==> src/include/spimsc_regs.svh <==
`ifndef SPIMSC_REGS_SVH
`define SPIMSC_REGS_SVH
// ****************************************
// Control word layout
// ****************************************
`define SPIMSC_CR_IRQ_EN      7
`define SPIMSC_CR_PORT_EN     6
`define SPIMSC_CR_DIV2        5
`define SPIMSC_CR_MASTER      4
`define SPIMSC_CR_CLOCK_POLARITY_BIT        3
`define SPIMSC_CR_CLOCK_PHASE_BIT        2
`define SPIMSC_CR_SPR_HI      1
`define SPIMSC_CR_SPR_LO      0
// ****************************************
// Reset values and counts
// ****************************************
`define SPIMSC_CR_RESET       8'h00
`define SPIMSC_BYTE_RESET     8'h00
`define SPIMSC_LAST_EDGE      4'hF
`define SPIMSC_LAST_BIT       3'h7
// ****************************************
// Half period of master clock, in REF_CLK cycles, minus one
// ****************************************
`define SPIMSC_HALF_DIV4      6'h01
`define SPIMSC_HALF_DIV8      6'h03
`define SPIMSC_HALF_DIV16     6'h07
`define SPIMSC_HALF_DIV32     6'h0F
`define SPIMSC_HALF_DIV64     6'h1F
`define SPIMSC_HALF_DIV128    6'h3F
`endif

==> src/include/spimsc_pkg.sv <==
package spimsc_pkg;
  typedef struct packed {
    logic       irq_en;
    logic       port_en;
    logic       div2;
    logic       master;
    logic       clock_polarity_bit;
    logic       clock_phase_bit;
    logic [1:0] spr;
  } spimsc_ctrl_type;
  typedef struct packed {
    logic transfer_done_flag;
    logic write_collision_flag;
    logic overrun_flag;
    logic mode_fault_flag;
  } spimsc_stat_type;
  typedef enum logic [0:0] {SPIMSC_IDLE, SPIMSC_RUN} spimsc_mstate_type;
endpackage : spimsc_pkg

==> src/logic/spimsc_core.sv <==
// Function
// - Soft select mode uses level bit, not pin
// - First-edge slave without select release: collision
// - Master drives clock per configuration
// - Master and enable stay only while select high
// - Master data write loads, shifts MSB first
// - Byte end sets done flag, interrupt
// - Master clears done: status access, data read
// - Slave clears done: status access, data access
// - Data writes blocked until status access
// - Slave data write loads output shift register
// - Byte while done pending sets overrun
// - Overrun keeps first byte, drops later ones
// - Status read clears overrun flag
// - Polarity and phase pick capture edge
// - Select low in master: fault, drop enables
// - Fault clear: status read, control write
// - Write during transfer discarded, collision flag
`timescale 1ns/1ps
`include "spimsc_regs.svh"
module spimsc_core
  import spimsc_pkg::*;
(
  input  wire logic            REF_CLK,    // Core clock
  input  wire logic            RESETN,     // Async reset, active low
  input  wire logic            CR_WR,      // Control write strobe
  input  wire logic [7:0]      CR_WDATA,   // Control write data
  input  wire logic            CSR_RD,     // Control/status read strobe
  input  wire logic            CSR_WR,     // Control/status write strobe
  input  wire logic            SOFT_SELECT_MODE,  // Select mode written with CSR_WR
  input  wire logic            SOFT_SELECT_LEVEL, // Select level written with CSR_WR
  input  wire logic            DR_RD,      // Data read strobe
  input  wire logic            DR_WR,      // Data write strobe
  input  wire logic [7:0]      DR_WDATA,   // Data write byte
  input  wire logic            CPU_MASK,   // Processor interrupt mask
  output logic [7:0]           DR_RDATA,   // Receive buffer
  output spimsc_ctrl_type      CTRL,       // Control word
  output spimsc_stat_type      STATUS,     // Status flags
  output logic                 BUSY,       // Transfer in progress
  output logic                 IRQ,        // Interrupt request
  input  wire logic            SCK_I,      // Clock pin in
  output logic                 SCK_O,      // Clock pin out
  output logic                 SCK_OE,     // Clock pin drive
  input  wire logic            MOSI_I,     // Master-out pin in
  output logic                 MOSI_O,     // Master-out pin out
  output logic                 MOSI_OE,    // Master-out pin drive
  input  wire logic            MISO_I,     // Master-in pin in
  output logic                 MISO_O,     // Master-in pin out
  output logic                 MISO_OE,    // Master-in pin drive
  input  wire logic            SS_N        // Select pin
);
  // ****************************************
  // State
  // ****************************************
  spimsc_ctrl_type   ctrl_q;
  spimsc_mstate_type mst_q;
  logic [3:0] sync1_q, sync2_q;
  logic       sck_prev_q, ssm_q, ssi_q, tgl_q, cap_q;
  logic [5:0] div_q;
  logic [3:0] idx_q;
  logic [7:0] shreg_q, rxbuf_q;
  logic       transfer_done_flag_q, write_collision_flag_q, ovr_q, mode_fault_flag_q;
  logic       transfer_done_flag_arm_q, write_collision_flag_arm_q, mode_fault_flag_arm_q, hold_q;
  // ****************************************
  // Decode
  // ****************************************
  wire sck_s   = sync2_q[3];
  wire mosi_s  = sync2_q[2];
  wire miso_s  = sync2_q[1];
  wire ss_pin  = sync2_q[0];
  wire ss_int  = ssm_q ? ssi_q : ss_pin;
  wire is_mst  = ctrl_q.master;
  wire fault   = ctrl_q.port_en & is_mst & ~ss_int;
  wire [2:0] spr_sel = {ctrl_q.div2, ctrl_q.spr};
  wire [5:0] half_lim = (spr_sel == 3'h4) ? `SPIMSC_HALF_DIV4 :
                        (spr_sel == 3'h0) ? `SPIMSC_HALF_DIV8 :
                        (spr_sel == 3'h1) ? `SPIMSC_HALF_DIV16 :
                        (spr_sel == 3'h6) ? `SPIMSC_HALF_DIV32 :
                        (spr_sel == 3'h2) ? `SPIMSC_HALF_DIV64 :
                                            `SPIMSC_HALF_DIV128;
  wire m_edge  = (mst_q == SPIMSC_RUN) & (div_q == half_lim);
  wire s_act   = ctrl_q.port_en & ~is_mst & ~ss_int;
  wire s_edge  = s_act & (sck_s != sck_prev_q);
  wire sh_edge = m_edge | s_edge;
  wire cap_ed  = sh_edge & (idx_q[0] == ctrl_q.clock_phase_bit);
  wire sft_ed  = sh_edge & ~cap_ed & (idx_q != 4'h0);
  wire din     = is_mst ? miso_s : mosi_s;
  wire last_ed = idx_q == `SPIMSC_LAST_EDGE;
  wire done    = sh_edge & last_ed;
  wire [7:0] sh_next = {shreg_q[6:0], cap_ed ? din : cap_q};
  wire busy    = (mst_q == SPIMSC_RUN) | (s_act & (idx_q != 4'h0)) |
                 (~is_mst & ~ctrl_q.clock_phase_bit & hold_q);
  wire blocked = transfer_done_flag_q & ~transfer_done_flag_arm_q;
  wire wr_ok   = DR_WR & ~busy & ~blocked;
  wire collide = DR_WR & busy;
  wire start   = wr_ok & is_mst & ctrl_q.port_en;
  wire csr_acc = CSR_RD | CSR_WR;
  wire transfer_done_flag_clr = transfer_done_flag_arm_q & (DR_RD | (DR_WR & ~is_mst));
  // A byte landing on the clear cycle counts as the first one after it
  wire take_byte = done & (~transfer_done_flag_q | transfer_done_flag_clr);
  wire write_collision_flag_clr = write_collision_flag_arm_q & (DR_RD | DR_WR);
  wire mode_fault_flag_clr = mode_fault_flag_arm_q & CR_WR;
  wire [7:0] cr_w = CR_WDATA & ~((mode_fault_flag_q & ~mode_fault_flag_arm_q) ?
                    8'h50 : 8'h00);
  // ****************************************
  // Input synchronisers
  // ****************************************
  always_ff @(posedge REF_CLK or negedge RESETN)
  begin
    if (!RESETN)
    begin
      sync1_q <= 4'hF;
      sync2_q <= 4'hF;
    end
    else
    begin
      sync1_q <= {SCK_I, MOSI_I, MISO_I, SS_N};
      sync2_q <= sync1_q;
    end
  end
  // ****************************************
  // Control and select bits
  // ****************************************
  always_ff @(posedge REF_CLK or negedge RESETN)
  begin
    if (!RESETN)
    begin
      ctrl_q <= `SPIMSC_CR_RESET;
      ssm_q  <= 1'b0;
      ssi_q  <= 1'b0;
    end
    else
    begin
      if (fault)
      begin
        ctrl_q.port_en <= 1'b0;
        ctrl_q.master  <= 1'b0;
      end
      else if (CR_WR)
        ctrl_q <= cr_w;
      if (CSR_WR)
      begin
        ssm_q <= SOFT_SELECT_MODE;
        ssi_q <= SOFT_SELECT_LEVEL;
      end
    end
  end
  // ****************************************
  // Master sequencer and clock
  // ****************************************
  always_ff @(posedge REF_CLK or negedge RESETN)
  begin
    if (!RESETN)
    begin
      mst_q <= SPIMSC_IDLE;
      div_q <= 6'h00;
      tgl_q <= 1'b0;
    end
    else
    begin
      case (mst_q)
        SPIMSC_IDLE:
        begin
          div_q <= 6'h00;
          tgl_q <= 1'b0;
          if (start)
            mst_q <= SPIMSC_RUN;
        end
        SPIMSC_RUN:
        begin
          div_q <= m_edge ? 6'h00 : div_q + 6'h01;
          if (m_edge)
            tgl_q <= ~tgl_q;
          if (done | fault | ~ctrl_q.port_en)
          begin
            mst_q <= SPIMSC_IDLE;
            tgl_q <= 1'b0;
          end
        end
        default: mst_q <= SPIMSC_IDLE;
      endcase
    end
  end
  // ****************************************
  // Shift path
  // ****************************************
  always_ff @(posedge REF_CLK or negedge RESETN)
  begin
    if (!RESETN)
    begin
      shreg_q    <= `SPIMSC_BYTE_RESET;
      cap_q      <= 1'b0;
      idx_q      <= 4'h0;
      sck_prev_q <= 1'b1;
    end
    else
    begin
      sck_prev_q <= sck_s;
      if (wr_ok)
        shreg_q <= DR_WDATA;
      // Master holds its data pin still on the far side's last capture edge
      else if (sft_ed | (cap_ed & last_ed & ~is_mst))
        shreg_q <= sh_next;
      if (cap_ed)
        cap_q <= din;
      if (sh_edge)
        idx_q <= idx_q + 4'h1;
      else if ((~is_mst & ~s_act) | (is_mst & (mst_q == SPIMSC_IDLE)))
        idx_q <= 4'h0;
    end
  end
  // ****************************************
  // Status flags; a set beats a clear
  // ****************************************
  always_ff @(posedge REF_CLK or negedge RESETN)
  begin
    if (!RESETN)
    begin
      transfer_done_flag_q     <= 1'b0;
      write_collision_flag_q     <= 1'b0;
      ovr_q      <= 1'b0;
      mode_fault_flag_q     <= 1'b0;
      transfer_done_flag_arm_q <= 1'b0;
      write_collision_flag_arm_q <= 1'b0;
      mode_fault_flag_arm_q <= 1'b0;
      hold_q     <= 1'b0;
      rxbuf_q    <= `SPIMSC_BYTE_RESET;
    end
    else
    begin
      if (take_byte)
        rxbuf_q <= sh_next;
      transfer_done_flag_q <= done | (transfer_done_flag_q & ~transfer_done_flag_clr);
      ovr_q  <= (done & ~take_byte) | (ovr_q & ~CSR_RD);
      write_collision_flag_q <= collide | (write_collision_flag_q & ~write_collision_flag_clr);
      mode_fault_flag_q <= fault | (mode_fault_flag_q & ~mode_fault_flag_clr);
      if (transfer_done_flag_clr | ~transfer_done_flag_q)
        transfer_done_flag_arm_q <= 1'b0;
      else if (csr_acc)
        transfer_done_flag_arm_q <= 1'b1;
      if (write_collision_flag_clr | ~write_collision_flag_q)
        write_collision_flag_arm_q <= 1'b0;
      else if (CSR_RD)
        write_collision_flag_arm_q <= 1'b1;
      if (mode_fault_flag_clr | ~mode_fault_flag_q)
        mode_fault_flag_arm_q <= 1'b0;
      else if (CSR_RD)
        mode_fault_flag_arm_q <= 1'b1;
      if (done & ~is_mst)
        hold_q <= 1'b1;
      else if (ss_int)
        hold_q <= 1'b0;
    end
  end
  // ****************************************
  // Outputs; pins released while the port is off
  // ****************************************
  assign DR_RDATA = rxbuf_q;
  assign CTRL     = ctrl_q;
  assign STATUS   = '{transfer_done_flag_q, write_collision_flag_q, ovr_q, mode_fault_flag_q};
  assign BUSY     = busy;
  assign IRQ      = ctrl_q.irq_en & ~CPU_MASK &
                    (transfer_done_flag_q | ovr_q | mode_fault_flag_q);
  assign SCK_O    = ctrl_q.clock_polarity_bit ^ tgl_q;
  assign SCK_OE   = ctrl_q.port_en & is_mst;
  assign MOSI_O   = shreg_q[7];
  assign MOSI_OE  = ctrl_q.port_en & is_mst;
  assign MISO_O   = shreg_q[7];
  assign MISO_OE  = s_act;
endmodule : spimsc_core

==> config.mk <==
export PLATFORM = sky130hd
export DESIGN_NAME = spimsc_core
export DESIGN_NICKNAME = d
export VERILOG_FILES = /design/src/include/spimsc_pkg.sv /design/src/logic/spimsc_core.sv
export VERILOG_INCLUDE_DIRS = /design/src /design/src/include
export SDC_FILE = /design/constraint.sdc
export NUM_CORES = 1
export LEC_CHECK = 0
export ABC_AREA = 1
export BUFFER_PORTS_ARGS = -buffer_cell sky130_fd_sc_hd__buf_2
export CORE_AREA = 2 2 85 87
export DETAILED_ROUTE_END_ITERATION = 12
export DIE_AREA = 0 0 87 89
export GPL_TIMING_DRIVEN = 1
export HOLD_SLACK_MARGIN = 0.15
export PLACE_DENSITY = 0.68
export SLEW_MARGIN = 0
export SYNTH_ARGS = -nofsm -noshare
export SYNTH_HDL_FRONTEND = slang
export SYNTH_SLANG_ARGS = --single-unit
==> constraint.sdc <==
create_clock -name REF_CLK -period 4.6 [get_ports REF_CLK]
set_clock_uncertainty 0.05 [all_clocks]
set_input_delay 0.23 -clock REF_CLK [delete_from_list [all_inputs] [get_ports REF_CLK]]
set_output_delay 0.23 -clock REF_CLK [all_outputs]
set_load 0.03 [all_outputs]
### Yosys cells after proc, flatten, opt, wreduce, memory -nomap -nowiden

Index checks and enable logic that the tools add are counted.

| storage, ports and cells | value |
|---|---|
| bits in registers | 56 |
| latch bits | 0 |
| bits in writable memories | 0 |
| ROM bits | 0 |
| input port bits | 30 |
| memories kept | 0 |

| operators by class | value |
|---|---|
| add/sub/neg operators | 2 |
| multiply operators | 0 |
| divide/modulo/power cells | 0 |
| magnitude comparators | 0 |
| equal/unequal tests | 9 |
| shift operators | 0 |
| muxes and demuxes | 31 |
| bitwise logic cells | 81 |
| reductions and logical operators | 10 |

Operators with widths:

| cell | count |
|---|---|
| 1-bit AND | 37 |
| 6-bit 2-to-1 mux | 6 |
| 1-bit inverter | 22 |
| 1-bit OR | 19 |
| 1-bit 2-to-1 mux | 16 |
| 8-bit 2-to-1 mux | 2 |
| 7-bit 2-to-1 mux | 2 |
| 2-bit nonzero test | 7 |
| 6-bit case mux with 2 select lines | 1 |
| 8-bit AND | 1 |
| 4-bit 2-to-1 mux | 2 |
| 7-bit inverter with 8-bit output | 1 |
| 6-bit by 1-bit adder with 6-bit output, second input constant | 1 |
| 3-bit equality test, second input constant | 2 |
| 6-bit equality test | 1 |
| 4-bit by 1-bit adder with 4-bit output, second input constant | 1 |
| 4-bit equality test, second input constant | 1 |
| 1-bit case mux with 2 select lines | 2 |
| 4-bit nonzero test | 1 |
| 3-bit by 1-bit equality test with 1-bit output, second input constant | 1 |
| 3-bit by 2-bit equality test with 1-bit output, second input constant | 1 |
| 3-bit zero test | 1 |
| 3-bit by 1-bit != test with 1-bit output, second input constant | 1 |
| 2-bit AND reduction | 1 |
| 3 further kinds | 3 |

### Depth between registers and ports, before layout

| depth | value |
|---|---|
| depth in word-level cells | 16 |
| gate-level depth with buffers | 14 |

### Least setup slack after synthesis

Ideal clock, no wire load.

| path | value |
|---|---|
| path kind | register -> register |
| start point | register ctrl_q (netlist bit CTRL[6]) |
| end point | register shreg_q[0] |
| setup time | 0.117 ns |
| arrival | 2.001 ns |
| required time | 4.433 ns |
| path slack | 2.432 ns |
| cell stages (with the launch flop) | 10 |
| period minus slack after synthesis | 2.168 ns |
| path through | dfrtp_1 > nand3_1 > nor2_2 > nand2_1 > nand2_1 > nor3_4 > a21oi_4 > nand2_4 > nand2_1 > nand2_1 |

| between the ends | value |
|---|---|
| elaborated cells between the ends (all ways) | 21 |
| those cells by class | 3 x mux; 17 x bitwise; 1 x reduce/logical |

RTL lines:

| item | RTL line | source |
|---|---|---|
| start: declaration | spimsc_core.sv:55 | `spimsc_ctrl_type ctrl_q;` |
| start signal: assignment | spimsc_core.sv:128 | `` ctrl_q <= `SPIMSC_CR_RESET; `` |
| start signal: assignment | spimsc_core.sv:140 | `ctrl_q <= cr_w;` |
| 1-bit AND (*) (2 in a row) | spimsc_core.sv:82 | `wire s_act = ctrl_q.port_en & ~is_mst & ~ss_int;` |
| net MISO_OE | spimsc_core.sv:49 | `output logic MISO_OE,` |
| 1-bit AND (*) | spimsc_core.sv:91 | `wire busy = (mst_q == SPIMSC_RUN) \| (s_act & (idx_q != 4'h0)) \|` |
| 1-bit OR (*) (2 in a row) | spimsc_core.sv:91 |  |
| net BUSY | spimsc_core.sv:39 | `output logic BUSY,` |
| 1-bit inverter (*) | spimsc_core.sv:94 | `wire wr_ok = DR_WR & ~busy & ~blocked;` |
| 1-bit AND (*) (2 in a row) | spimsc_core.sv:94 |  |
| 8-bit 2-to-1 mux / 2-bit nonzero test (equally long branches) | -- |  |
| end signal: assignment | spimsc_core.sv:191 | `` shreg_q <= `SPIMSC_BYTE_RESET; `` |
| end signal: assignment | spimsc_core.sv:203 | `shreg_q <= sh_next;` |
| end: declaration | spimsc_core.sv:61 | `logic [7:0] shreg_q, rxbuf_q;` |

The timed path passes the listed nets; every way through them passes the cells marked *. The select of a mux whose other input is x is not followed.
A chain may end at the register's enable or synchronous reset.

### Worst setup path in the final report

| path | value |
|---|---|
| start point | register sync2_q[0] |
| end point | register shreg_q[0] |

| between the ends | value |
|---|---|
| longest elaborated chain between the ends | 11 |
| elaborated cells between the ends (all ways) | 22 |
| those cells by class | 4 x mux; 17 x bitwise; 1 x reduce/logical |

RTL lines:

| item | RTL line | source |
|---|---|---|
| start: declaration | spimsc_core.sv:57 | `logic [3:0] sync1_q, sync2_q;` |
| start signal: assignment | spimsc_core.sv:118 | `sync2_q <= sync1_q;` |
| 1-bit 2-to-1 mux (*) | spimsc_core.sv:71 | `wire ss_int = ssm_q ? ssi_q : ss_pin;` |
| 1-bit inverter (*) | spimsc_core.sv:82 |  |
| 1-bit AND (*) | spimsc_core.sv:82 |  |
| 1-bit AND | spimsc_core.sv:83 | `wire s_edge = s_act & (sck_s != sck_prev_q);` |
| 1-bit OR | spimsc_core.sv:84 | `wire sh_edge = m_edge \| s_edge;` |
| 1-bit AND | spimsc_core.sv:85 | `wire cap_ed = sh_edge & (idx_q[0] == ctrl_q.clock_phase_bit);` |
| 1-bit inverter | spimsc_core.sv:86 | `wire sft_ed = sh_edge & ~cap_ed & (idx_q != 4'h0);` |
| 1-bit AND (2 in a row) | spimsc_core.sv:86 |  |
| 1-bit OR | spimsc_core.sv:202 | `else if (sft_ed \| (cap_ed & last_ed & ~is_mst))` |
| 2-bit nonzero test (no source line) | -- |  |

Every way passes the cells marked *; elsewhere a longest branch is shown, timed or not. The select of a mux whose other input is x is not followed.

==> impl.org <==
** Outcome
- Run status :: completed

** Power and ir drop
- The analysis attributes to cell leakage a power of 1.72 nW.
- Worst IR Drop VDD :: 0.000171 V
- Power density over cell area :: 387 nW/um^2

** GRT
- Via count of the first global-routing pass :: 2,013
- The first global-routing pass estimated 9.12 mm of wire.
- The total overflow left after global routing is 0.
- The initial antenna violation count is 0.
- In the global route stage, overall resource usage came out at 0.151.
- Maximum number of pins on one net before global-route repair :: 57

** Detailed routing
- Mean number of vias per cell :: 4.66
- The pre-antenna-repair detailed-routing pass consisted of 4 iterations.
- Post-route DRC violation count :: 0
- In this run, the number of DRC markers left after iteration 0 of detailed routing was 136.
- Vias after detailed routing :: 2,124
- The count of nets left with antenna violations once routing finished came out at 0.
- In the final routed layout, each cell accounts on average for 12.0 um.
- Post-Route WL :: 5.48 mm

** Yosys
- The most used flip-flop cell after synthesis is sky130_fd_sc_hd__dfrtp_1.
- EDFF count, synth :: 0
- Number of warnings issued by yosys :: 0
- Yosys attributes the largest share of cell area to sky130_fd_sc_hd__dfrtp_1 44%, sky130_fd_sc_hd__nand2_1 15%, sky130_fd_sc_hd__dfstp_2 8.9%, sky130_fd_sc_hd__nand3_1 4.2%, sky130_fd_sc_hd__inv_1 3.5%.
- Summed over all instances, the cell type with the most area after synthesis is sky130_fd_sc_hd__dfrtp_1.
- Area share of the largest cell type after synthesis :: 0.444
- Counting flops and latches in the post-synthesis netlist gives 56.
- Synthesis instantiated 34 different standard cells from the library.
- Gate count after technology mapping :: 298
- Of the synthesized area, sequential elements account for 0.534.
- When the netlist entered floorplanning its net count stood at 331.
- Post-synthesis instance area :: 2650 um^2
- For this run, asynchronously set or reset flops after synthesis account for 1.00.
- The average instance in the mapped netlist occupies 8.88 um^2.

** Placed design
- Before CTS, the worst setup slack after placement is 2570 ps.
- Once detailed placement completed, the half-perimeter wirelength came to 3.99 mm.
- Total instance count after detailed placement :: 428
- IO Port Bufs :: 57
- The congestion estimate from routability-driven global placement came to 0.825.

** Layout
- The repair_antennas step left the layout with diodes totalling 0.
- Count of nets after finishing :: 408
- Area growth from synthesis to layout :: 23.9%
- Multi-input logic area :: 1060 um^2
- Final core utilization :: 0.488
- Across the whole layout, storage elements account for 1410 um^2.
- Of the cells placed in the final design, the portion with a size suffix greater than 1 is 0.269.
- In the layout the commonest cells are 103 x sky130_fd_sc_hd__nand2_1, 57 x sky130_fd_sc_hd__buf_2, 47 x sky130_fd_sc_hd__dfrtp_1, 25 x sky130_fd_sc_hd__inv_1, 22 x sky130_fd_sc_hd__nand3_1.
- FILL cells :: 628
- Leaving out filler cells and counting taps, the final layout contains 456.
- Most frequent standard cell in the layout excluding fill and tap cells :: sky130_fd_sc_hd__nand2_1

** Clocking
- After clock tree synthesis, the clock-pin slew on the worst setup and hold paths is 100 ps.
- Number of H-tree levels :: 2
- CTS sink cnt :: 56
- Clock tree from TritonCTS :: done
- Num CTS Buffers :: 5
- Clk root buf :: sky130_fd_sc_hd__clkbuf_8
- The clock passes through at most 2 buffers.
- Clk Latency, worst-skew pair :: 310 ps

** STA
- Setup slack closes at 2570 ps.
- The max-slew violation count came to 0.
- Setup violations remaining at the end of the flow were counted as 0.
- Final number of hold-violating endpoints :: 0
- Final cycle utilization of the critical path :: 0.442
- Static timing analysis puts the maximum clock frequency at 0.492 GHz.
- The tightest hold path in the finished design has a slack of 164 ps.
- Summed over all failing endpoints, the final setup total negative slack is 0 ps.
- For the pin with the worst max-slew slack, the measured transition is 686 ps.
- Final Critical Period :: 2030 ps
- Setup repair after global routing left no endpoint under its margin.
- In this run the tightest slew margin relative to its limit is 0.543.

** Floorplan
- Die Y-Extent :: 89 um
- From left edge to right edge, the die measures 87 um.
- Core area :: 6720 um^2
- The initialized floorplan defines 30 standard-cell rows.
- For this configuration, the core starts out at a cell density of 0.394.
- Ports :: 58
- The die covers 7740 um^2.

** Critical path
- Worst setup path category :: reg -> reg
- At the worst endpoint, the arrival time is 2190 ps.
- Required time of the worst setup path :: 4750 ps
- Of all nets on the critical path, the largest fanout is 10.
- The worst setup path is launched from a register.
- STA classifies the critical path endpoint as a register.

** Worst hold path
- The worst hold path belongs to the class in -> reg.

** Job
- The tool flagged a number of max-cap violations equal to 0.
## worst max-delay path: stages, from the launching register on
cell and delay (ps):
sky130_fd_sc_hd__dfstp_2 520, sky130_fd_sc_hd__nand2_1 90, sky130_fd_sc_hd__nand3_1 130, sky130_fd_sc_hd__nor2_2 80, sky130_fd_sc_hd__nand2_1 70, sky130_fd_sc_hd__nand2_1 110
sky130_fd_sc_hd__nor3_4 420, sky130_fd_sc_hd__inv_2 180, sky130_fd_sc_hd__nand3_1 130, sky130_fd_sc_hd__nand2_1 50, sky130_fd_sc_hd__nand2_1 50, sky130_fd_sc_hd__nand2_1 50
## layout make-up
| type | count | share of cell area |
|---|---|---|
| Clock buffer | 6 | 0.0252 |
| Clock inverter | 2 | 0.00420 |
| Inverter | 31 | 0.0362 |
| Multi-Input combinational cell | 203 | 0.323 |
| Sequential cell | 56 | 0.431 |
| Tap cell | 80 | 0.0305 |
| Timing Repair Buffer | 78 | 0.150 |
## timing repair
item                                   in CTS  in global routing
setup endpoints to repair                   0                  0
gates resized for setup                     0                  0
endpoints found under the hold margin      62                  0
buffers inserted                            0                  0
hold buffers                               20                  0
## cell usage after synthesis, drive strengths merged, types with 3 or more instances
master,n
nor3,4
nand3,23
dfrtp,47
a21oi,10
mux2,3
inv,31
xor2,6
buf,7
ha,3
nor2,21
dfstp,9
nand2,107
o21ai,12
## layer usage
layer	part of all wire	vias up	track usage
met5	0	-	0
met4	0.017	0	0.0540
met3	0.047	9	0.0379
met2	0.48	45	0.257
met1	0.46	973	0.186
li1	-	1097	-
## flip-flops by register name, summed over array words and instances (netlist names), 4 cells and up
signal	count
DR_RDATA	8
shreg_q	8
CTRL	7
div_q	6
idx_q	4
sync1_q	4
sync2_q	4
## stage by stage
stage | instance area, um^2 | power [mW]
finish | 3280 | 1.27
detailed placement | 2980 | 0.985
floorplan | 2650 | 0.895
global placement | 2980 | 0.980
global route | 3280 | 1.36
CTS | 3280 | 1.28
## final timing paths
check,slack [ps],from,cells after the start,end
worst max-delay path,2570,sync2_q[0]$_DFF_PN1_,11,shreg_q[0]$_DFFE_PN0P_
worst min-delay path,160,DR_WDATA[4],5,shreg_q[4]$_DFFE_PN0P_
worst max register to register,2570,sync2_q[0]$_DFF_PN1_,11,shreg_q[0]$_DFFE_PN0P_
worst min register to register,310,sync1_q[1]$_DFF_PN1_,0,sync2_q[1]$_DFF_PN1_
max in group asynchronous,3520,RESETN,3,idx_q[3]$_DFFE_PN0P_
min in group asynchronous,520,RESETN,3,CTRL[3]$_DFFE_PN0P_
## cell families (layout without fill, tap and decap cells)
| family | Yosys count | in the layout | share of synthesized area |
|---|---|---|---|
| fa+ha+maj | 3 | 3 | 0.0142 |
| compound gates | 27 | 27 | 0.0629 |
| xor+xnor | 8 | 8 | 0.0265 |
| buf+inv | 39 | 117 | 0.0662 |
| flops | 56 | 56 | 0.534 |
| mux | 3 | 3 | 0.0128 |
| simple gates | 162 | 162 | 0.284 |
## power by group
group | switching, mW | internal (mW) | total, mW
combinational | 0.240 | 0.121 | 0.362
clock | 0.157 | 0.123 | 0.281
sequential | 0.0631 | 0.565 | 0.628
No activity file was read; power rests on OpenSTA's default activity.
